===== src/rtl/asoc_pkg.sv =====
// Package of constants and types for the converter serial output control block
package asoc_pkg;
   // ------------------------------------------------------------
   // Word format
   // ------------------------------------------------------------
   localparam int ASOC_WORD_W = 16;
   localparam logic [15:0] ASOC_POS_FULL = 16'h7FFF;
   localparam logic [15:0] ASOC_NEG_FULL = 16'h8000;
   localparam logic [15:0] ASOC_ZERO = 16'h0000;
   // ------------------------------------------------------------
   // Timing
   // ------------------------------------------------------------
   localparam int ASOC_DECIM = 16;
   localparam int ASOC_SETTLE_CONV = 51;
   localparam int ASOC_FIFO_DEPTH = 8;
   localparam int ASOC_SAMPLE_W = 18;
   // ------------------------------------------------------------
   // Link state machine
   // ------------------------------------------------------------
   typedef enum logic [1:0] {
      ASOC_ST_IDLE,
      ASOC_ST_SETTLE,
      ASOC_ST_RUN
   } asoc_state_e;
endpackage : asoc_pkg


===== src/rtl/asoc_fifo.sv =====
// Word FIFO between the sample formatter and the serial shifter
`timescale 1ns/10ps
`default_nettype none
module asoc_fifo #(
   parameter int WIDTH = 17,
   parameter int DEPTH = 8
) (
   input wire logic clk_i,
   input wire logic sys_rst_i,
   input wire logic in_valid_i,
   output logic in_ready_o,
   input wire logic [WIDTH-1:0] in_data_i,
   output logic out_valid_o,
   input wire logic out_ready_i,
   output logic [WIDTH-1:0] out_data_o
);
   localparam int AW = $clog2(DEPTH);
   logic [WIDTH-1:0] mem_r [DEPTH];
   logic [AW-1:0] wr_r, wr_nxt, rd_r, rd_nxt;
   logic [AW:0] cnt_r, cnt_nxt;
   logic [WIDTH-1:0] dout_r, dout_nxt;
   logic vld_r, vld_nxt;
   logic push, pop;

   // ------------------------------------------------------------
   // Pointer and count update
   // ------------------------------------------------------------
   always_comb begin
      push = in_valid_i && (cnt_r != (AW+1)'(DEPTH));
      pop = (cnt_r != '0) && (!vld_r || out_ready_i);
      wr_nxt = push ? ((wr_r == AW'(DEPTH-1)) ? '0 : wr_r + 1'b1) : wr_r;
      rd_nxt = pop ? ((rd_r == AW'(DEPTH-1)) ? '0 : rd_r + 1'b1) : rd_r;
      cnt_nxt = cnt_r + (AW+1)'(push) - (AW+1)'(pop);
      dout_nxt = pop ? mem_r[rd_r] : dout_r;
      vld_nxt = pop ? 1'b1 : (out_ready_i ? 1'b0 : vld_r);
   end

   always_ff @(posedge clk_i) begin
      if (push) begin
         mem_r[wr_r] <= in_data_i;
      end
      if (sys_rst_i) begin
         wr_r <= '0;
         rd_r <= '0;
         cnt_r <= '0;
         dout_r <= '0;
         vld_r <= 1'b0;
      end else begin
         wr_r <= wr_nxt;
         rd_r <= rd_nxt;
         cnt_r <= cnt_nxt;
         dout_r <= dout_nxt;
         vld_r <= vld_nxt;
      end
   end

   assign in_ready_o = (cnt_r != (AW+1)'(DEPTH));
   assign out_valid_o = vld_r;
   assign out_data_o = dout_r;
endmodule : asoc_fifo
`default_nettype wire


===== src/rtl/asoc_top.sv =====
// Serial output control of a delta-sigma converter: format, clip, frame and shift
`timescale 1ns/10ps
`default_nettype none
module asoc_top
   import asoc_pkg::*;
#(
   parameter int SAMPLE_W = ASOC_SAMPLE_W,
   parameter int DECIM = ASOC_DECIM,
   parameter int SETTLE_CONV = ASOC_SETTLE_CONV,
   parameter int FIFO_DEPTH = ASOC_FIFO_DEPTH
) (
   input wire logic clk_i,
   input wire logic sys_rst_i,
   input wire logic master_clk_i,
   input wire logic sync_i,
   input wire logic power_down_n_i,
   input wire logic signed [SAMPLE_W-1:0] sample_i,
   output logic frame_strobe_out_o,
   output logic frame_strobe_out_n_o,
   output logic serial_clk_o,
   output logic serial_clk_n_o,
   output logic serial_data_o,
   output logic serial_data_n_o,
   output logic overrange_flag_o,
   output logic fifo_overflow_o
);
   localparam int CW = $clog2(DECIM);
   localparam int SW = $clog2(SETTLE_CONV + 1);
   localparam int BW = $clog2(ASOC_WORD_W + 1);
   localparam logic signed [SAMPLE_W-1:0] POS_LIM = SAMPLE_W'(signed'(ASOC_POS_FULL));
   localparam logic signed [SAMPLE_W-1:0] NEG_LIM = SAMPLE_W'(signed'(ASOC_NEG_FULL));

   // ------------------------------------------------------------
   // Input synchronisers and master clock edge detection
   // ------------------------------------------------------------
   logic [1:0] mck_s_r, sync_s_r, pd_s_r;
   logic [SAMPLE_W-1:0] smp_s1_r, smp_s2_r;
   logic mck_d_r, sync_d_r;
   logic mck_rise, mck_fall;

   always_ff @(posedge clk_i) begin
      if (sys_rst_i) begin
         mck_s_r <= '0;
         sync_s_r <= '0;
         // Power-down input rests high, so reset leaves the device awake
         pd_s_r <= '1;
         smp_s1_r <= '0;
         smp_s2_r <= '0;
         mck_d_r <= 1'b0;
         sync_d_r <= 1'b0;
      end else begin
         mck_s_r <= {mck_s_r[0], master_clk_i};
         sync_s_r <= {sync_s_r[0], sync_i};
         pd_s_r <= {pd_s_r[0], power_down_n_i};
         smp_s1_r <= sample_i;
         smp_s2_r <= smp_s1_r;
         mck_d_r <= mck_s_r[1];
         sync_d_r <= sync_s_r[1];
      end
   end

   assign mck_rise = mck_s_r[1] && !mck_d_r;
   assign mck_fall = !mck_s_r[1] && mck_d_r;

   // ------------------------------------------------------------
   // Conversion sequencing: sync, settle, run
   // ------------------------------------------------------------
   asoc_state_e state_r, state_nxt;
   logic [CW-1:0] dec_r, dec_nxt;
   logic [SW-1:0] settle_r, settle_nxt;
   logic sync_hi_r, sync_hi_nxt;
   logic inited_r, inited_nxt;
   logic conv_done;

   // Sync seen high at one master rise and low at the next restarts settling
   always_comb begin
      state_nxt = state_r;
      dec_nxt = dec_r;
      settle_nxt = settle_r;
      sync_hi_nxt = sync_hi_r;
      inited_nxt = inited_r;
      conv_done = 1'b0;
      if (!pd_s_r[1]) begin
         // Conversions halt; the sync state is kept for the wake-up
         state_nxt = inited_r ? ASOC_ST_SETTLE : ASOC_ST_IDLE;
         dec_nxt = '0;
         settle_nxt = '0;
      end else if (mck_rise) begin
         // Sync is sampled once at each master clock rise; one high sample is enough
         sync_hi_nxt = sync_d_r;
         if (sync_d_r) begin
            dec_nxt = '0;
            settle_nxt = '0;
            state_nxt = ASOC_ST_IDLE;
         end else begin
            if (state_r == ASOC_ST_IDLE && sync_hi_r) begin
               inited_nxt = 1'b1;
               state_nxt = ASOC_ST_SETTLE;
            end
            if (state_r != ASOC_ST_IDLE) begin
               dec_nxt = (dec_r == CW'(DECIM-1)) ? '0 : dec_r + 1'b1;
               conv_done = (dec_r == CW'(DECIM-1));
            end
            case (state_r)
               ASOC_ST_IDLE: begin
               end
               ASOC_ST_SETTLE: begin
                  if (conv_done) begin
                     settle_nxt = settle_r + 1'b1;
                     if (settle_r == SW'(SETTLE_CONV-1)) begin
                        state_nxt = ASOC_ST_RUN;
                     end
                  end
               end
               ASOC_ST_RUN: begin
               end
               default: state_nxt = ASOC_ST_IDLE;
            endcase
         end
      end
   end

   always_ff @(posedge clk_i) begin
      if (sys_rst_i) begin
         state_r <= ASOC_ST_IDLE;
         dec_r <= '0;
         settle_r <= '0;
         sync_hi_r <= 1'b0;
         inited_r <= 1'b0;
      end else begin
         state_r <= state_nxt;
         dec_r <= dec_nxt;
         settle_r <= settle_nxt;
         sync_hi_r <= sync_hi_nxt;
         inited_r <= inited_nxt;
      end
   end

   // ------------------------------------------------------------
   // Word formatting and clipping
   // ------------------------------------------------------------
   logic [ASOC_WORD_W-1:0] word;
   logic word_otr;
   logic fifo_in_ready, fifo_out_valid, fifo_out_ready;
   logic [ASOC_WORD_W:0] fifo_out_data;
   logic push;

   // Results beyond the 16-bit range clip to full scale and raise the flag
   always_comb begin
      word = smp_s2_r[ASOC_WORD_W-1:0];
      word_otr = 1'b0;
      if ($signed(smp_s2_r) > POS_LIM) begin
         word = ASOC_POS_FULL;
         word_otr = 1'b1;
      end else if ($signed(smp_s2_r) < NEG_LIM) begin
         word = ASOC_NEG_FULL;
         word_otr = 1'b1;
      end
   end

   assign push = conv_done && state_r == ASOC_ST_RUN && pd_s_r[1];

   // ------------------------------------------------------------
   // Word queue, emptied whenever conversions are not running
   // ------------------------------------------------------------
   // Words queued before a sync or a power-down are stale and must not be framed
   logic fifo_clr;

   assign fifo_clr = sys_rst_i || state_r != ASOC_ST_RUN;

   asoc_fifo #(
      .WIDTH(ASOC_WORD_W + 1),
      .DEPTH(FIFO_DEPTH)
   ) u_fifo (
      .clk_i(clk_i),
      .sys_rst_i(fifo_clr),
      .in_valid_i(push),
      .in_ready_o(fifo_in_ready),
      .in_data_i({word_otr, word}),
      .out_valid_o(fifo_out_valid),
      .out_ready_i(fifo_out_ready),
      .out_data_o(fifo_out_data)
   );

   // ------------------------------------------------------------
   // Serial shifter: strobe, clock, data, flag
   // ------------------------------------------------------------
   logic fs_r, fs_nxt, sck_r, sck_nxt, sd_r, sd_nxt, otr_r, otr_nxt;
   logic ovf_r, ovf_nxt;
   logic [ASOC_WORD_W-1:0] shreg_r, shreg_nxt;
   logic [BW-1:0] bits_r, bits_nxt;
   logic otr_hold_r, otr_hold_nxt;

   // A word is taken only between frames: each frame is the strobe plus 16 bits
   assign fifo_out_ready = mck_rise && bits_r == '0 && pd_s_r[1];

   // Serial clock follows the master clock; data moves on its rise, the flag on its fall
   always_comb begin
      fs_nxt = fs_r;
      sck_nxt = sck_r;
      sd_nxt = sd_r;
      otr_nxt = otr_r;
      shreg_nxt = shreg_r;
      bits_nxt = bits_r;
      otr_hold_nxt = otr_hold_r;
      // Sticky: a word was lost because the queue was full at a push
      ovf_nxt = ovf_r || (push && !fifo_in_ready);
      if (!pd_s_r[1]) begin
         fs_nxt = 1'b0;
         sck_nxt = 1'b0;
         bits_nxt = '0;
      end else if (mck_rise) begin
         sck_nxt = 1'b1;
         fs_nxt = 1'b0;
         if (bits_r != '0) begin
            sd_nxt = shreg_r[ASOC_WORD_W-1];
            shreg_nxt = {shreg_r[ASOC_WORD_W-2:0], 1'b0};
            bits_nxt = bits_r - 1'b1;
         end else if (fifo_out_valid) begin
            fs_nxt = 1'b1;
            shreg_nxt = fifo_out_data[ASOC_WORD_W-1:0];
            otr_hold_nxt = fifo_out_data[ASOC_WORD_W];
            bits_nxt = BW'(ASOC_WORD_W);
         end
      end else if (mck_fall) begin
         sck_nxt = 1'b0;
         otr_nxt = otr_hold_r;
      end
   end

   always_ff @(posedge clk_i) begin
      if (sys_rst_i) begin
         fs_r <= 1'b0;
         sck_r <= 1'b0;
         sd_r <= 1'b0;
         otr_r <= 1'b0;
         ovf_r <= 1'b0;
         shreg_r <= ASOC_ZERO;
         bits_r <= '0;
         otr_hold_r <= 1'b0;
      end else begin
         fs_r <= fs_nxt;
         sck_r <= sck_nxt;
         sd_r <= sd_nxt;
         otr_r <= otr_nxt;
         ovf_r <= ovf_nxt;
         shreg_r <= shreg_nxt;
         bits_r <= bits_nxt;
         otr_hold_r <= otr_hold_nxt;
      end
   end

   // ------------------------------------------------------------
   // Complementary outputs, each from its own flip-flop
   // ------------------------------------------------------------
   logic fs_n_r, sck_n_r, sd_n_r;

   always_ff @(posedge clk_i) begin
      if (sys_rst_i) begin
         fs_n_r <= 1'b1;
         sck_n_r <= 1'b1;
         sd_n_r <= 1'b1;
      end else begin
         fs_n_r <= !fs_nxt;
         sck_n_r <= !sck_nxt;
         sd_n_r <= !sd_nxt;
      end
   end

   assign frame_strobe_out_o = fs_r;
   assign frame_strobe_out_n_o = fs_n_r;
   assign serial_clk_o = sck_r;
   assign serial_clk_n_o = sck_n_r;
   assign serial_data_o = sd_r;
   assign serial_data_n_o = sd_n_r;
   assign overrange_flag_o = otr_r;
   assign fifo_overflow_o = ovf_r;
endmodule : asoc_top
`default_nettype wire


===== config.mk =====
export PLATFORM = sky130hd
export DESIGN_NAME = asoc_top
export DESIGN_NICKNAME = d
export VERILOG_FILES = /design/src/rtl/asoc_pkg.sv /design/src/rtl/asoc_fifo.sv /design/src/rtl/asoc_top.sv
export SDC_FILE = /design/constraint.sdc
export NUM_CORES = 1
export LEC_CHECK = 0
export CELL_PAD_IN_SITES_DETAIL_PLACEMENT = 1
export CELL_PAD_IN_SITES_GLOBAL_PLACEMENT = 2
export CORE_AREA = 2 2 147 149
export CTS_BUF_LIST = sky130_fd_sc_hd__clkbuf_8 sky130_fd_sc_hd__clkbuf_16
export CTS_CLUSTER_DIAMETER = 100
export DETAILED_ROUTE_END_ITERATION = 7
export DIE_AREA = 0 0 149 151
export DONT_BUFFER_PORTS = 1
export GPL_ROUTABILITY_DRIVEN = 0
export PLACE_DENSITY_LB_ADDON = 0.05
export SLEW_MARGIN = 20
export SYNTH_ARGS = -nofsm -noshare
export SYNTH_HDL_FRONTEND = slang
export SYNTH_SLANG_ARGS = --single-unit

===== constraint.sdc =====
create_clock -name clk_i -period 5.5 [get_ports clk_i]
set_input_delay 0.275 -clock clk_i [delete_from_list [all_inputs] [get_ports clk_i]]
set_output_delay 0.275 -clock clk_i [all_outputs]
set_load 0.005 [all_outputs]

### Word-level counts from Yosys, hierarchy flattened

Memories as Yosys holds them, arrays and structs flattened. A register that Yosys moved wholly into a read port is not among the register bits.
Index checks and enable logic that the tools add are counted.

* register bits after elaboration: 99
* bits in latches: 0
* bits in writable memories: 136
* ROM bits: 0
* bits of input ports: 23
* logic and storage cells: 135
* memories: 1

* add/sub/neg operators: 7
* $mul: 0
* divide/modulo/power cells: 0
* order comparisons: 2
* eq/ne operators: 9
* shift operators: 0
* muxes and demuxes: 45
* bitwise logic cells: 4
* reductions and logical operators: 40

Memories
* u_fifo.mem_r: depth 8, bits a word 17, read ports 1, clocked after Yosys merged registers in 1, write ports 1, line asoc_fifo.sv:18 `logic [WIDTH-1:0] mem_r [DEPTH];`

Operator list (number)
* two-way mux 16 bit: 4
* two-way mux 1 bit: 24
* greater-than comparator 18 x 16 -> 1 bit, second input constant: 1
* less-than comparator 18 x 16 -> 1 bit, second input constant: 1
* two-way mux 6 bit: 3
* two-way mux 2 bit: 6
* two-way mux 4 bit: 3
* nonzero test 2 bit: 6
* logical AND 1 bit: 10
* two-way mux 5 bit: 2
* AND reduction 3 bit: 3
* AND reduction 4 bit: 2
* zero test 1 bit: 7
* adder 3 x 1 -> 3 bit, second input constant: 2
* adder 6 x 1 -> 6 bit, second input constant: 1
* == test 3 bit, second input constant: 2
* == test 6 bit, second input constant: 1
* two-way mux 3 bit: 2
* AND reduction 2 bit: 3
* zero test 5 bit: 1
* nonzero test 5 bit: 1
* subtractor 5 x 1 -> 5 bit, second input constant: 1
* adder 4 x 1 -> 4 bit: 1
* adder 4 x 1 -> 4 bit, second input constant: 1
* other kinds (13): 19

### Longest topological paths before layout

Gate-level depths: netlist (run 1).

* depth in word-level cells: 13
* gate-level depth with buffers: 12
* depth with buffers taken out: 12

### By module

Synthesis (run 1) repeated with hierarchy kept, for this count alone.

* cells, all modules: 792
* area total of the unflattened synthesis: 9851.9 um^2

Modules (own cells, without submodules)
* asoc_fifo: times used 1, cells an instance 367, area each 6321.1 um^2, seq. area each 4644.5 um^2
* asoc_top: times used 1, cells an instance 425, area each 3530.9 um^2, seq. area each 1761.7 um^2

### Worst setup path after synthesis (run 1)

Ideal clock, no wire load.

* path type: register -> register
* start: register pd_s_r[1]
* end: memory u_fifo.mem_r[2][0] (enable)
* arrival: 2.507 ns
* data required time: 5.088 ns
* setup slack: 2.581 ns
* cell stages (with the launch flop): 6
* buffers on the path: 1
* cell sequence: dfxtp_1 buf_2 nand4bb_1 a2111oi_4 nand2_1 nor3_1

* longest elaborated chain between the ends: 6

Ends and longest elaborated chain
* from (decl): line asoc_top.sv:36 `logic [1:0] mck_s_r, sync_s_r, pd_s_r;`
* from (signal assigned): line asoc_top.sv:54 `pd_s_r <= {pd_s_r[0], power_down_n_i};`
* two-way mux 1 bit: line asoc_top.sv:83 `if (!pd_s_r[1]) begin`
* logical AND 1 bit: line asoc_top.sv:161 `assign push = conv_done && state_r == ASOC_ST_RUN && pd_s_r[1];`
* logical AND 1 bit *: line asoc_top.sv:161
* logical AND 1 bit *: line asoc_fifo.sv:29 `push = in_valid_i && (cnt_r != (AW+1)'(DEPTH));`
* net u_fifo.push: line asoc_fifo.sv:23 `logic push, pop;`
* two-way mux 1 bit *: line asoc_fifo.sv:39 `if (push) begin`
* two-way mux 1 bit (implied by the code) *: line asoc_fifo.sv:40 `mem_r[wr_r] <= in_data_i;`
* to (decl): line asoc_fifo.sv:18

The timed path passes the listed nets; every way through them passes the cells marked *.

### Worst setup path after layout (run 1)

* start: register dec_r[0]
* end: memory u_fifo.mem_r[0][3] (enable)

* longest elaborated chain between the ends: 13

Ends and longest elaborated chain
* from (decl): line asoc_top.sv:69 `logic [CW-1:0] dec_r, dec_nxt;`
* from (signal assigned): line asoc_top.sv:132 `dec_r <= dec_nxt;`
* == test 4 bit: line asoc_top.sv:102 `conv_done = (dec_r == CW'(DECIM-1));`
* two-way mux 1 bit: line asoc_top.sv:100 `if (state_r != ASOC_ST_IDLE) begin`
* two-way mux 1 bit: line asoc_top.sv:91 `if (sync_d_r) begin`
* two-way mux 1 bit: line asoc_top.sv:88 `end else if (mck_rise) begin`
* two-way mux 1 bit: line asoc_top.sv:83
* two-way mux 1 bit: line asoc_top.sv:91
* two-way mux 1 bit: line asoc_top.sv:88
* two-way mux 1 bit: line asoc_top.sv:83
* logical AND 1 bit (2 in a row): line asoc_top.sv:161
* logical AND 1 bit: line asoc_fifo.sv:29
* net u_fifo.push: line asoc_fifo.sv:23
* two-way mux 1 bit: line asoc_fifo.sv:39
* two-way mux 1 bit (implied by the code): line asoc_fifo.sv:40

The timed path passes the listed nets, and every way through them passes these cells. The select of a mux whose other input is x is not followed.

==> impl_summary.txt, run 1 <==
----------------------------------------------------
[Layout]
  Ant. Diodes ... 0
  Area growth from synthesis to layout ... 13.73%
  Fraction of final layout cells sized beyond drive strength 1 ... 0.1463
  # nets final ... 797
  Final core area utilization ... 0.5382

[Worst setup path]
  Kind of critical path ... reg -> reg
  Critical path arrival ... roughly 3200 ps
  Sort of element at the end of the critical path ... flop
  Critical path data required time ... 5650 ps
  Largest stage delay on the critical path ... 810 ps
  Cell with the largest stage delay on the worst path ... nor3_4
  Buffers and inverters on the worst path ... 0
  Kind of cell adding the most delay to the critical path ... simple AND/OR/NAND/NOR gates
  Launching element type of the critical path ... flop
  Cells along the critical path ... ha_1 > nand3_1 > a2111oi_4 > nand2b_1 > nor3_4
  CP Max Fanout ... 17

[Power and ir drop]
  Logic gate share of total power ... 0.024
  Sequential share of power ... 0.530
  Proportion of total power due to net switching ... 0.2072
  Total chip power ... 3.816 mW
  Net switching power of the design ... around 0.79 mW
  Total power per unit cell area ... 340.5 nW/um^2
  IR drop worst, VDD ... 0.2399 mV
  Share of power burned in the clock network ... 0.446
  Leak ... just under 4 nW
  Cell internal power dissipation ... 3.025 mW

[Synth]
  Area fraction in and, or, nand and nor cells after synthesis ... 0.1256
  Synthesized net count ... 780
  Largest cells by area after synthesis ... edfxtp_1 (41%), dfxtp_1 (24%), mux4_2 (7.8%), nor2_1 (3.4%), nor2b_1 (2.8%)
  Post-synthesis adder-cell area fraction ... 0.02108
  Most used flip-flop cell after synthesis ... edfxtp_1
  Sequential element share of the synthesized area ... 0.6502
  Multiplexer share of the synthesized area ... 0.1023
  Share of synthesized registers carrying an async set or reset ... 0
  Dominant combinational cell family by area after synthesis ... simple AND/OR/NAND/NOR gates
  Area fraction in compound gates after synthesis ... 0.07340
  Yosys warning count ... 0
  Post-synthesis instance area ... around 9900 sq um
  Mean instance size in the synthesized netlist ... 13.30 sq um
  Area fraction of the dominant cell type after synthesis ... 0.4145
  Syn Inst Count ... roughly 740
  Number of flops mapped to enable cells by yosys ... around 140
  Cell taking the most area after synthesis ... edfxtp_1
  Library cells used by synthesis ... 48
  #FFs+latches synth ... between 200 and 300
  Post-Synth XOR/XNOR Area ... 0.003556

[Timing]
  Worst-Margin Slew ... between 1000 and 1500 ps
  Final count of hold timing violations ... 0
  Setup total negative slack ... 0 ps
  Final period demand of the worst path ... about 3000 ps
  Setup repair after global routing missed its margin ... no
  Number of pins exceeding their max-slew limit in the final report ... 0
  Maximum achievable frequency ... 330.1 MHz
  Final setup violation count ... 0
  Final period util ... 0.5507
  Clock Skews ... roughly 16 ps
  Normalized max-slew margin ... 0.3070

[Floorplan]
  Die outline width ... between 100 and 150 microns
  Floorplan die height ... 151 microns
  Die outline area ... 22500 sq um
  Num ports ... 31
  Core Area ... 20820 sq um
  Number of placement rows ... 53
  Starting density of the core ... 0.4732

[Routing]
  DRT antenna net count ... 0
  Number of detailed-route iterations in the first pass ... 4
  Iter 0 DRT Violations ... 286
  Total via count after detailed routing ... around 5800
  Wirelength per Cell ... between 20 and 25 microns
  Via density ... between 5 and 6
  Number of remaining DRC errors ... 0
  Total wirelength of the detailed-routed design ... 21390 microns

[Global route]
  GR Util All Layers ... 0.1984
  Leftover overflow at the end of global routing ... 0
  Via count of the first global-routing pass ... 6107
  Antenna violations before repair ... 0
  Pin count of the biggest net entering global routing ... 70
  First-pass GRT wire length ... 34330 microns

[Placed design]
  Final HPWL DP ... 13320 microns
  Number of buffer cells added on primary ports ... 0

[CTS]
  Clock latency reported for the late side of the worst-skew pair ... ~540 ps
  Maximum buffer depth of the clock tree ... 3
  Root cell of the clock tree ... clkbuf_16
  Number of clock sinks seen by CTS ... 252
  Number of buffers inserted during clock tree synthesis ... 27
  CTS tree ... done
  Post-CTS setup buffer count ... 0
  H-tree level count ... 1
  CTS clk-pin slew, worst paths ... 60 ps

[Run status]
  Status ... complete, no violations

[Worst hold path]
  Worst min-delay path category ... in -> reg

[Flow run]
  Max-cap viol count ... 0

----------------------------------------------------
-- cell type report --
cell class	instances	area (sq um)
Fill cell	2048	9617
Sequential cell	252	6407
Multi-Input combinational cell	433	3253
Clock buffer	29	714.4
Tap cell	275	344.1
Timing Repair Buffer	31	305.3
Clock inverter	21	132.6
Inverter	13	48.80
-- logic make-up after synthesis --
group,Yosys count
buf+inv,56
fa+ha+maj,16
compound gates,104
simple gates,253
flops,252
mux,56
xor+xnor,4
-- power groups by stage --
stage / Sequential (mW) / Combinational [mW] / Clock (mW)
after floorplan: 2.05 / 0.0601 / 0
after global placement: 2.06 / 0.0689 / 0
after detailed placement: 2.06 / 0.0734 / 0
after CTS: 2.02 / 0.0948 / 1.75
after global routing: 2.02 / 0.105 / 1.83
final: 2.02 / 0.0928 / 1.70
-- registers in the layout (all words and copies together) (netlist names), 3 cells and up --
name               count
settle_r               6
u_fifo.out_data_o     17
u_fifo.mem_r         136
dec_r                  4
u_fifo.cnt_r           4
shreg_r               16
u_fifo.wr_r            3
smp_s2_r              18
smp_s1_r              18
bits_r                 5
u_fifo.rd_r            3
-- metal layers --
metal	up-vias	GRT usage	wire (microns)
met4	0	0.05286	416
met2	70	0.3470	10930
li1	2749	-	-
met5	-	0	0
met1	2951	0.2583	9415
met3	31	0.03283	628
-- worst paths after layout --
| check | from | endpoint | slack (ps) | depth (start not counted) |
|---|---|---|---|---|
| worst max-delay path | dec_r[0] | u_fifo.mem_r[0][3] | 2470 | 5 |
| worst min-delay path | sys_rst_i | u_fifo.wr_r[1] | 70 | 3 |
| worst max register to register | dec_r[0] | u_fifo.mem_r[0][3] | 2470 | 5 |
| worst min register to register | smp_s1_r[10] | smp_s2_r[10] | 440 | 1 |
-- per-stage QoR --
| step | hold slack [ps] | area, sq um | cells | setup WS [ps] |
|---|---|---|---|---|
| finish | 68.27 | 11210 | 1054 | 2471 |
| floorplan | 378.8 | 9853 | 741 | 2581 |
| global route | 78.25 | 11210 | 1054 | 2284 |
| CTS | 44.72 | 11190 | 1054 | 2242 |
| detailed placement | 356.0 | 10110 | 982 | 2273 |
| global placement | 352.9 | 10110 | 982 | 2424 |
-- tightest hold or removal path, stage by stage --
cell	delay, ps
nor2_1	120
nand2_1	100
o21ai_1	50
-- cell usage after synthesis, drive strengths merged, types with 3 or more instances --
cell    instances
or3             3
and2            4
nand2          56
a31oi           4
mux4           34
nor3           13
mux2i           4
buf            12
nor2b          44
a311oi         18
or2             4
ha             15
a21oi          39
a21o            4
mux2           18
inv            13
edfxtp        136
clkbuf         31
nor2           89
xnor2           4
a22o           17
nand4           3
nand2b          9
nand3          12
nand3b          4
o21ai          17
dfxtp         116
-- placed cells by master (no fill, tap or decap), types with 7 or more instances in the layout --
cell type	instances
edfxtp_1	136
dfxtp_1	115
nor2_1	88
nand2_1	56
nor2b_1	44
a21oi_1	37
mux4_2	34
clkbuf_16	28
dlygate4sd3_1	21
inv_1	20
a311oi_1	18
mux2_2	18
a22o_1	17
ha_1	15
nand3_1	12
o21ai_0	12
nor3_1	10
nand2b_1	9
buf_4	9
clkinv_2	7
-- what timing repair did --
item                      4_1_cts  5_1_grt
gates resized for setup         0        0
hold endpoints to repair       69        0
hold buffers                   22        0
(Power assumes the default switching activity.)
==> inputs of run 2 (changes only) <==
--- a/config.mk
+++ b/config.mk
@@ -7,11 +7,11 @@
 export LEC_CHECK = 0
 export CELL_PAD_IN_SITES_DETAIL_PLACEMENT = 1
 export CELL_PAD_IN_SITES_GLOBAL_PLACEMENT = 2
-export CORE_AREA = 2 2 147 149
+export CORE_AREA = 2 2 151 153
 export CTS_BUF_LIST = sky130_fd_sc_hd__clkbuf_8 sky130_fd_sc_hd__clkbuf_16
 export CTS_CLUSTER_DIAMETER = 100
 export DETAILED_ROUTE_END_ITERATION = 7
-export DIE_AREA = 0 0 149 151
+export DIE_AREA = 0 0 153 155
 export DONT_BUFFER_PORTS = 1
 export GPL_ROUTABILITY_DRIVEN = 0
 export PLACE_DENSITY_LB_ADDON = 0.05
==> constraint.sdc (replaced) <==
create_clock -name clk_i -period 2.85 [get_ports clk_i]
set_input_delay 0.1425 -clock clk_i [delete_from_list [all_inputs] [get_ports clk_i]]
set_output_delay 0.1425 -clock clk_i [all_outputs]
set_load 0.005 [all_outputs]
==> run 2 against run 1 <==
Net effect: critical endpoint is now u_fifo.cnt_r[3]; register-to-register slack lost 2100 ps; critical path depth grew 7; first-iteration DRC count shrank 10%; sequential power grew 93%.
==> impl_summary.txt, run 2 (synthesis results as in run 1) <==
----------------------------------------------------
[Worst setup path]
  Cells along the critical path ... inv_1 > ha_1 > nor4b_4 > a31oi_1 > nor2_1 > ha_1 > inv_1 > ha_1 > a21o_1 > a21oi_1 > xnor2_1 > nor2_1
  Most used cell along the critical path ... ha_1
  Cell with the largest stage delay on the worst path ... dfxtp_1
  CP Max Fanout ... 3 (-14)
  Worst reg2reg path startpoint ... bits_r[0]
  Kind of cell adding the most delay to the critical path ... adder cells
  Sort of element at the end of the critical path ... flop
  Worst flop-to-flop path endpoint ... u_fifo.cnt_r[3]
  Number of cells traversed by the worst register-to-register path ... 12 (+7)
  Kind of critical path ... reg -> reg
  Buffers and inverters on the worst path ... 2 (+2)
  Critical path data required time ... 3250 ps (-2400 ps)
  Launching element type of the critical path ... flop
  Critical path arrival ... 2880 ps (-300 ps)
  R2R setup slack ... 370 ps (-2100 ps)
  Largest stage delay on the critical path ... 370 ps (-440 ps)

[Floorplan]
  Number of placement rows ... 55 (+3.8%)
  Starting density of the core ... 0.4433 (-0.02991)
  Die outline area ... 23720 sq um (+5.4%)
  Die outline width ... 153 microns (+2.7%)
  Num ports ... 31 (unchanged)
  Core Area ... 22230 sq um (+6.7%)
  Floorplan die height ... 155 microns (+2.6%)

[Global route]
  Global-route layer with the greatest usage ... met2
  Met3 Usage GRT ... 0.02618 (-0.006647)
  Routing usage on met2 ... 0.3391 (-0.007906)
  Via count of the first global-routing pass ... 6298 (+3.1%)
  GR Util met1 ... 0.2255 (-0.03288)
  GR Util All Layers ... 0.1832 (-0.01522)
  First-pass GRT wire length ... 34330 microns (unchanged)
  Pin count of the biggest net entering global routing ... 71 (+1.4%)
  Antenna violations before repair ... 0 (unchanged)
  Leftover overflow at the end of global routing ... 0 (unchanged)

[Power and ir drop]
  Total power per unit cell area ... 653.5 nW/um^2 (+92%)
  Total chip power ... 7.501 mW (+97%)
  IR drop worst, VDD ... 0.5317 mV (+120%)
  Leak ... 4.062 nW (+3.6%)

[Timing]
  Post-route setup slack ... 371.7 ps (-2099 ps)
  Hold WS ... 176.0 ps (+107.8 ps)
  Normalized max-slew margin ... 0.2744 (-0.03258)
  Clock Skews ... 18.40 ps (+2.645 ps)
  Final setup violation count ... 0 (unchanged)
  Worst-Margin Slew ... 1087 ps (+48.80 ps)
  Final period demand of the worst path ... 2478 ps (-550.8 ps)
  Setup total negative slack ... 0 ps (unchanged)
  Setup repair after global routing missed its margin ... no
  Final count of hold timing violations ... 0 (unchanged)
  Maximum achievable frequency ... 403.5 MHz (+22%)
  Number of pins exceeding their max-slew limit in the final report ... 0 (unchanged)
  Final period util ... 0.8696 (+0.3188)

[CTS]
  CTS clk-pin slew, worst paths ... 60 ps (about the same)
  Number of buffers inserted during clock tree synthesis ... 28 (+3.7%)
  Maximum buffer depth of the clock tree ... 3 (unchanged)
  Post-CTS resize count ... 0 (unchanged)
  Clock latency reported for the late side of the worst-skew pair ... 550 ps (about the same)
  CTS tree ... done
  Number of clock sinks seen by CTS ... 252 (unchanged)
  H-tree level count ... 1 (unchanged)
  Root cell of the clock tree ... clkbuf_16

[Layout]
  Fin cells ... 1084 (+2.8%)
  Registers with the highest flip-flop counts ... u_fifo.mem_r x136, smp_s1_r x18, smp_s2_r x18
  Most common library cell in the layout ignoring fill and taps ... edfxtp_1
  Number of flip-flops in the largest register ... 136 (unchanged)
  Fraction of final layout cells sized beyond drive strength 1 ... 0.1615 (+0.01511)
  Commonest non-fill, non-tap cells in the layout ... edfxtp_1 (136), dfxtp_1 (115), nor2_1 (89), nand2_1 (56), nor2b_1 (44)
  Register cell area after layout ... 6407 sq um (unchanged)
  Register containing the most flip-flops in the final layout ... u_fifo.mem_r
  Ant. Diodes ... 0 (unchanged)
  Area of the multi-input gates ... 3232 sq um (-0.65%)
  # nets final ... 818 (+2.6%)
  # fillers ... 2199 (+7.4%)
  Area growth from synthesis to layout ... 16.48%

[Routing]
  DRT antenna net count ... 0 (unchanged)
  Via density ... 5.389 (-2.1%)
  Wirelength per Cell ... 19.69 microns (-3.0%)
  Number of detailed-route iterations in the first pass ... 4 (unchanged)
  Number of remaining DRC errors ... 0 (unchanged)
  Total wirelength of the detailed-routed design ... 21340 microns (-0.24%)
  Iter 0 DRT Violations ... 256 (-10%)
  Total via count after detailed routing ... 5842 (+0.71%)

[Worst hold path]
  Hold path startpoint ... sys_rst_i
  Worst Hold Path Cells ... 2 (-1)
  Hold Crit Endpoint ... dec_r[2]
  Worst min-delay path category ... in -> reg

[Placed design]
  Post-place setup slack ... 369.3 ps (-1904 ps)
  Post-Place Cells ... 1009 (+2.7%)
  Number of buffer cells added on primary ports ... 0 (unchanged)
  Final HPWL DP ... 13590 microns (+2.0%)

[Run status]
  Status ... complete, no violations

[Flow run]
  Max-cap viol count ... 0 (unchanged)

----------------------------------------------------
## run 2: changes by cell type in the layout (fill, tap and decap cells not counted), sizes merged
cell / change
bufinv: +1
inv: -2
clkbuf: +1
buf: +17
dlygate4sd3: +3
clkinvlp: +1
clkinv: -1
## run 2: metrics by stage
| stage | area (sq um) | utilization |
|---|---|---|
| after floorplan | 9863 | - |
| after global placement | 10310 | 0.4638 |
| after detailed placement | 10310 | 0.4638 |
| after CTS | 11470 | 0.5161 |
| after global routing | 11480 | 0.5164 |
| final | 11480 | 0.5164 |
## run 2: cell type report
type / count / area share
Clock buffer: 30 / 0.06345
Sequential cell: 252 / 0.5583
Tap cell: 285 / 0.03107
Timing Repair Buffer: 51 / 0.04688
Clock inverter: 20 / 0.01450
Inverter: 13 / 0.004252
Multi-Input combinational cell: 433 / 0.2816
## run 2: report_power, final
group / internal (mW) / total (mW) / switching, mW / leakage (nW)
registers: 3.88 / 3.89 / 0.0157 / 2.35
logic: 0.0728 / 0.199 / 0.126 / 1.25
clock network: 2.02 / 3.41 / 1.39 / 0.460
total: 5.97 / 7.50 / 1.53 / 4.06
## run 2: worst max path at each step
stage          slack [ps]  cells after the start            endpoint  startpoint
6_report              370                     12     u_fifo.cnt_r[3]   bits_r[0]
5_1_grt               200                     12     u_fifo.cnt_r[3]   bits_r[0]
4_1_cts               360                     12     u_fifo.cnt_r[3]   bits_r[0]
3_5_place_dp          370                     12     u_fifo.cnt_r[3]   bits_r[0]
3_3_place_gp          490                     11     u_fifo.cnt_r[2]   bits_r[0]
2_1_floorplan         380                      5  u_fifo.mem_r[7][0]   pd_s_r[1]
## run 2: metal layers
layer / part of all wire / up-vias
met5: 0 / -
met4: 0.025 / 0
met3: 0.040 / 44
met2: 0.52 / 83
met1: 0.42 / 2934
li1: - / 2781
## run 2: timing repair
item,in CTS,in global routing
hold buffers,25,0
setup buffers,0,0
endpoints found under the hold margin,74,0
==> inputs of run 3 (changes only) <==
--- a/config.mk
+++ b/config.mk
@@ -5,13 +5,14 @@
 export SDC_FILE = /design/constraint.sdc
 export NUM_CORES = 1
 export LEC_CHECK = 0
-export CELL_PAD_IN_SITES_DETAIL_PLACEMENT = 1
-export CELL_PAD_IN_SITES_GLOBAL_PLACEMENT = 2
-export CORE_AREA = 2 2 151 153
+export ABC_CLOCK_PERIOD_IN_PS = 2850
+export CELL_PAD_IN_SITES_DETAIL_PLACEMENT = 0
+export CELL_PAD_IN_SITES_GLOBAL_PLACEMENT = 1
+export CORE_AREA = 2 2 141 143
 export CTS_BUF_LIST = sky130_fd_sc_hd__clkbuf_8 sky130_fd_sc_hd__clkbuf_16
 export CTS_CLUSTER_DIAMETER = 100
 export DETAILED_ROUTE_END_ITERATION = 7
-export DIE_AREA = 0 0 153 155
+export DIE_AREA = 0 0 143 145
 export DONT_BUFFER_PORTS = 1
 export GPL_ROUTABILITY_DRIVEN = 0
 export PLACE_DENSITY_LB_ADDON = 0.05
==> run 3 against run 2 <==
Net effect: routed wire length fell by 9.6%; sequential power barely moved; fmax rose by 5.2%; critical path depth fell by 2; global-route usage rose by 0.77 points; die area fell by 13%; clock-buffer cell count fell by 3; sequential share of layout area rose by 1.1 points; final cell count fell by 2.1%; non-clock buffer count fell by 3; clock power fell by 9.7%; critical path type unchanged; critical endpoint is now u_fifo.cnt_r[1]; largest cell class unchanged; largest power group unchanged.
==> impl_summary.txt, run 3 (synthesis results as in run 1) <==
----------------------------------------------------
[Layout]
  Number of flip-flops in the largest register ... 136 (unchanged)
  Ant. Diodes ... 0 (unchanged)
  Register cell area after layout ... 6409 sq um (about the same)
  Fraction of final layout cells sized beyond drive strength 1 ... 0.1608 (-0.0006478)
  Most common library cell in the layout ignoring fill and taps ... edfxtp_1
  Area of the multi-input gates ... 3232 sq um (unchanged)
  # nets final ... 814 (-0.49%)
  Area growth from synthesis to layout ... 14.31%
  Registers with the highest flip-flop counts ... u_fifo.mem_r x136, smp_s1_r x18, smp_s2_r x18
  # fillers ... 1508 (-31%)
  Register containing the most flip-flops in the final layout ... u_fifo.mem_r
  Commonest non-fill, non-tap cells in the layout ... edfxtp_1 (136), dfxtp_1 (114), nor2_1 (89), nand2_1 (56), nor2b_1 (44)
  Area of all placed cells without fillers ... 11260 sq um (-1.9%)

[CTS]
  CTS tree ... done
  Number of buffers inserted during clock tree synthesis ... 27 (-3.6%)
  Post-CTS setup buffer count ... 0 (unchanged)
  CTS clk-pin slew, worst paths ... 60 ps (about the same)
  Root cell of the clock tree ... clkbuf_16
  CTS Hold Bufs ... 23 (-8.0%)
  H-tree level count ... 1 (unchanged)
  Post-CTS resize count ... 0 (unchanged)
  Maximum buffer depth of the clock tree ... 3 (unchanged)
  Clock latency reported for the late side of the worst-skew pair ... 530 ps (-20 ps)
  Number of clock sinks seen by CTS ... 252 (unchanged)

[Worst hold path]
  Worst min-delay path category ... in -> reg

[Placed design]
  Total cell area at the placement stage ... 10210 sq um (-0.91%)
  Final HPWL DP ... 12170 microns (-11%)
  Number of buffer cells added on primary ports ... 0 (unchanged)

[Power and ir drop]
  IR drop worst, VDD ... 0.4981 mV (-6.3%)
  Total power per unit cell area ... 636.4 nW/um^2 (-2.6%)
  Leak ... 3.986 nW (-1.9%)

[Worst setup path]
  Cells along the critical path ... inv_1 > ha_1 > nor4b_4 > a31oi_1 > nor2_1 > ha_1 > inv_1 > ha_1 > fa_1 > and2_1
  Cell with the largest stage delay on the worst path ... fa_1
  Most used cell along the critical path ... ha_1
  Largest stage delay on the critical path ... 430 ps (+60 ps)
  CP Max Fanout ... 3 (unchanged)
  Worst flop-to-flop path endpoint ... u_fifo.cnt_r[1]
  R2R setup slack ... 490 ps (+120 ps)
  Critical path data required time ... 3270 ps (+20 ps)
  Number of cells traversed by the worst register-to-register path ... 10 (-2)
  Crit path launch ... bits_r[0]
  Launching element type of the critical path ... flop
  Kind of critical path ... reg -> reg
  Buffers and inverters on the worst path ... 2 (unchanged)
  Worst reg2reg path startpoint ... bits_r[0]
  Kind of cell adding the most delay to the critical path ... adder cells
  Sort of element at the end of the critical path ... flop
  CP endpoint ... u_fifo.cnt_r[1]
  Number of cells on the critical path ... 10 (-2)
  Critical path arrival ... 2780 ps (-100 ps)

[Timing]
  Setup total negative slack ... 0 ps (unchanged)
  Final setup violation count ... 0 (unchanged)
  Setup repair after global routing missed its margin ... no
  Number of pins exceeding their max-slew limit in the final report ... 0 (unchanged)
  Clock Skews ... 10.13 ps (-8.268 ps)
  Normalized max-slew margin ... 0.3029 (+0.02848)
  Final period util ... 0.8266 (-0.04294)
  Final count of hold timing violations ... 0 (unchanged)
  Maximum achievable frequency ... 424.5 MHz (+5.2%)
  Final period demand of the worst path ... 2356 ps (-122.4 ps)
  Worst-Margin Slew ... 1044 ps (-42.66 ps)

[Floorplan]
  Core Area ... 19210 sq um (-14%)
  Number of placement rows ... 51 (-7.3%)
  Starting density of the core ... 0.5130 (+0.06971)
  Num ports ... 31 (unchanged)
  Floorplan die height ... 145 microns (-6.5%)
  Die outline area ... 20740 sq um (-13%)
  Die outline width ... 143 microns (-6.5%)

[Global route]
  Leftover overflow at the end of global routing ... 0 (unchanged)
  GR Util All Layers ... 0.1909 (+0.007704)
  First-pass GRT wire length ... 30970 microns (-9.8%)
  Antenna violations before repair ... 0 (unchanged)
  Pin count of the biggest net entering global routing ... 71 (unchanged)
  Via count of the first global-routing pass ... 5854 (-7.0%)

[Routing]
  DRT antenna net count ... 0 (unchanged)
  Total via count after detailed routing ... 5763 (-1.4%)
  Iter 0 DRT Violations ... 326 (+27%)
  Number of remaining DRC errors ... 0 (unchanged)
  Number of detailed-route iterations in the first pass ... 4 (unchanged)
  Via density ... 5.432 (+0.79%)
  Total wirelength of the detailed-routed design ... 19300 microns (-9.6%)
  Wirelength per Cell ... 18.19 microns (-7.6%)

[Run status]
  Status ... complete, no violations

[Flow run]
  Max-cap viol count ... 0 (unchanged)

----------------------------------------------------
run 3: power by group:
part	leakage, nW	switching, mW	internal, mW
registers	2.35	0.0195	3.88
logic	1.22	0.117	0.0701
clock network	0.413	1.36	1.72
run 3: area by class of cell:
class,count,area share
sequential,252,0.5690
multi-input combinational,433,0.2869
clock buffer,27,0.05999
timing repair buffer,48,0.03977
tap,265,0.02944
clock inverter,23,0.01055
inverter,13,0.004332
run 3: worst min-delay path by stage:
stage | startpoint | endpoint | cells after the start
final | sys_rst_i | u_fifo.cnt_r[3] | 3
after detailed placement | sys_rst_i | smp_s2_r[16] | 1
after global placement | sys_rst_i | sync_d_r | 1
after global routing | sys_rst_i | u_fifo.cnt_r[3] | 3
after floorplan | power_down_n_i | pd_s_r[0] | 1
after CTS | sys_rst_i | u_fifo.cnt_r[3] | 3
run 3: worst register-to-register path, delay by kind of cell, from the launching register on:
family          cells  cell delay (ps)
flops               1              350
compound gates      1              280
fa+ha+maj           4             1140
buf+inv             2              120
simple gates        3              370
run 3: layer usage:
layer / vias up / share of wire / global-route usage / wire (microns)
li1: 2777 / - / - / -
met1: 2862 / 0.43 / 0.2426 / 8278
met2: 92 / 0.52 / 0.3404 / 10090
met3: 32 / 0.029 / 0.03036 / 554
met4: 0 / 0.019 / 0.04604 / 376
met5: - / 0 / 0 / 0
run 3: stage by stage:
| stage | worst slack (ps) | total power, mW | instances | hold slack, ps | util |
|---|---|---|---|---|---|
| CTS | 480.6 | 7.253 | 1061 | 33.32 | 0.5861 |
| global route | 351.3 | 7.423 | 1061 | 147.8 | 0.5864 |
| global placement | 525.9 | 4.116 | 988 | 220.4 | 0.5318 |
| finish | 494.1 | 7.168 | 1061 | 106.0 | 0.5864 |
| detailed placement | 499.6 | 4.122 | 988 | 220.2 | 0.5318 |
| floorplan | 379.5 | 4.079 | 741 | 246.3 | - |
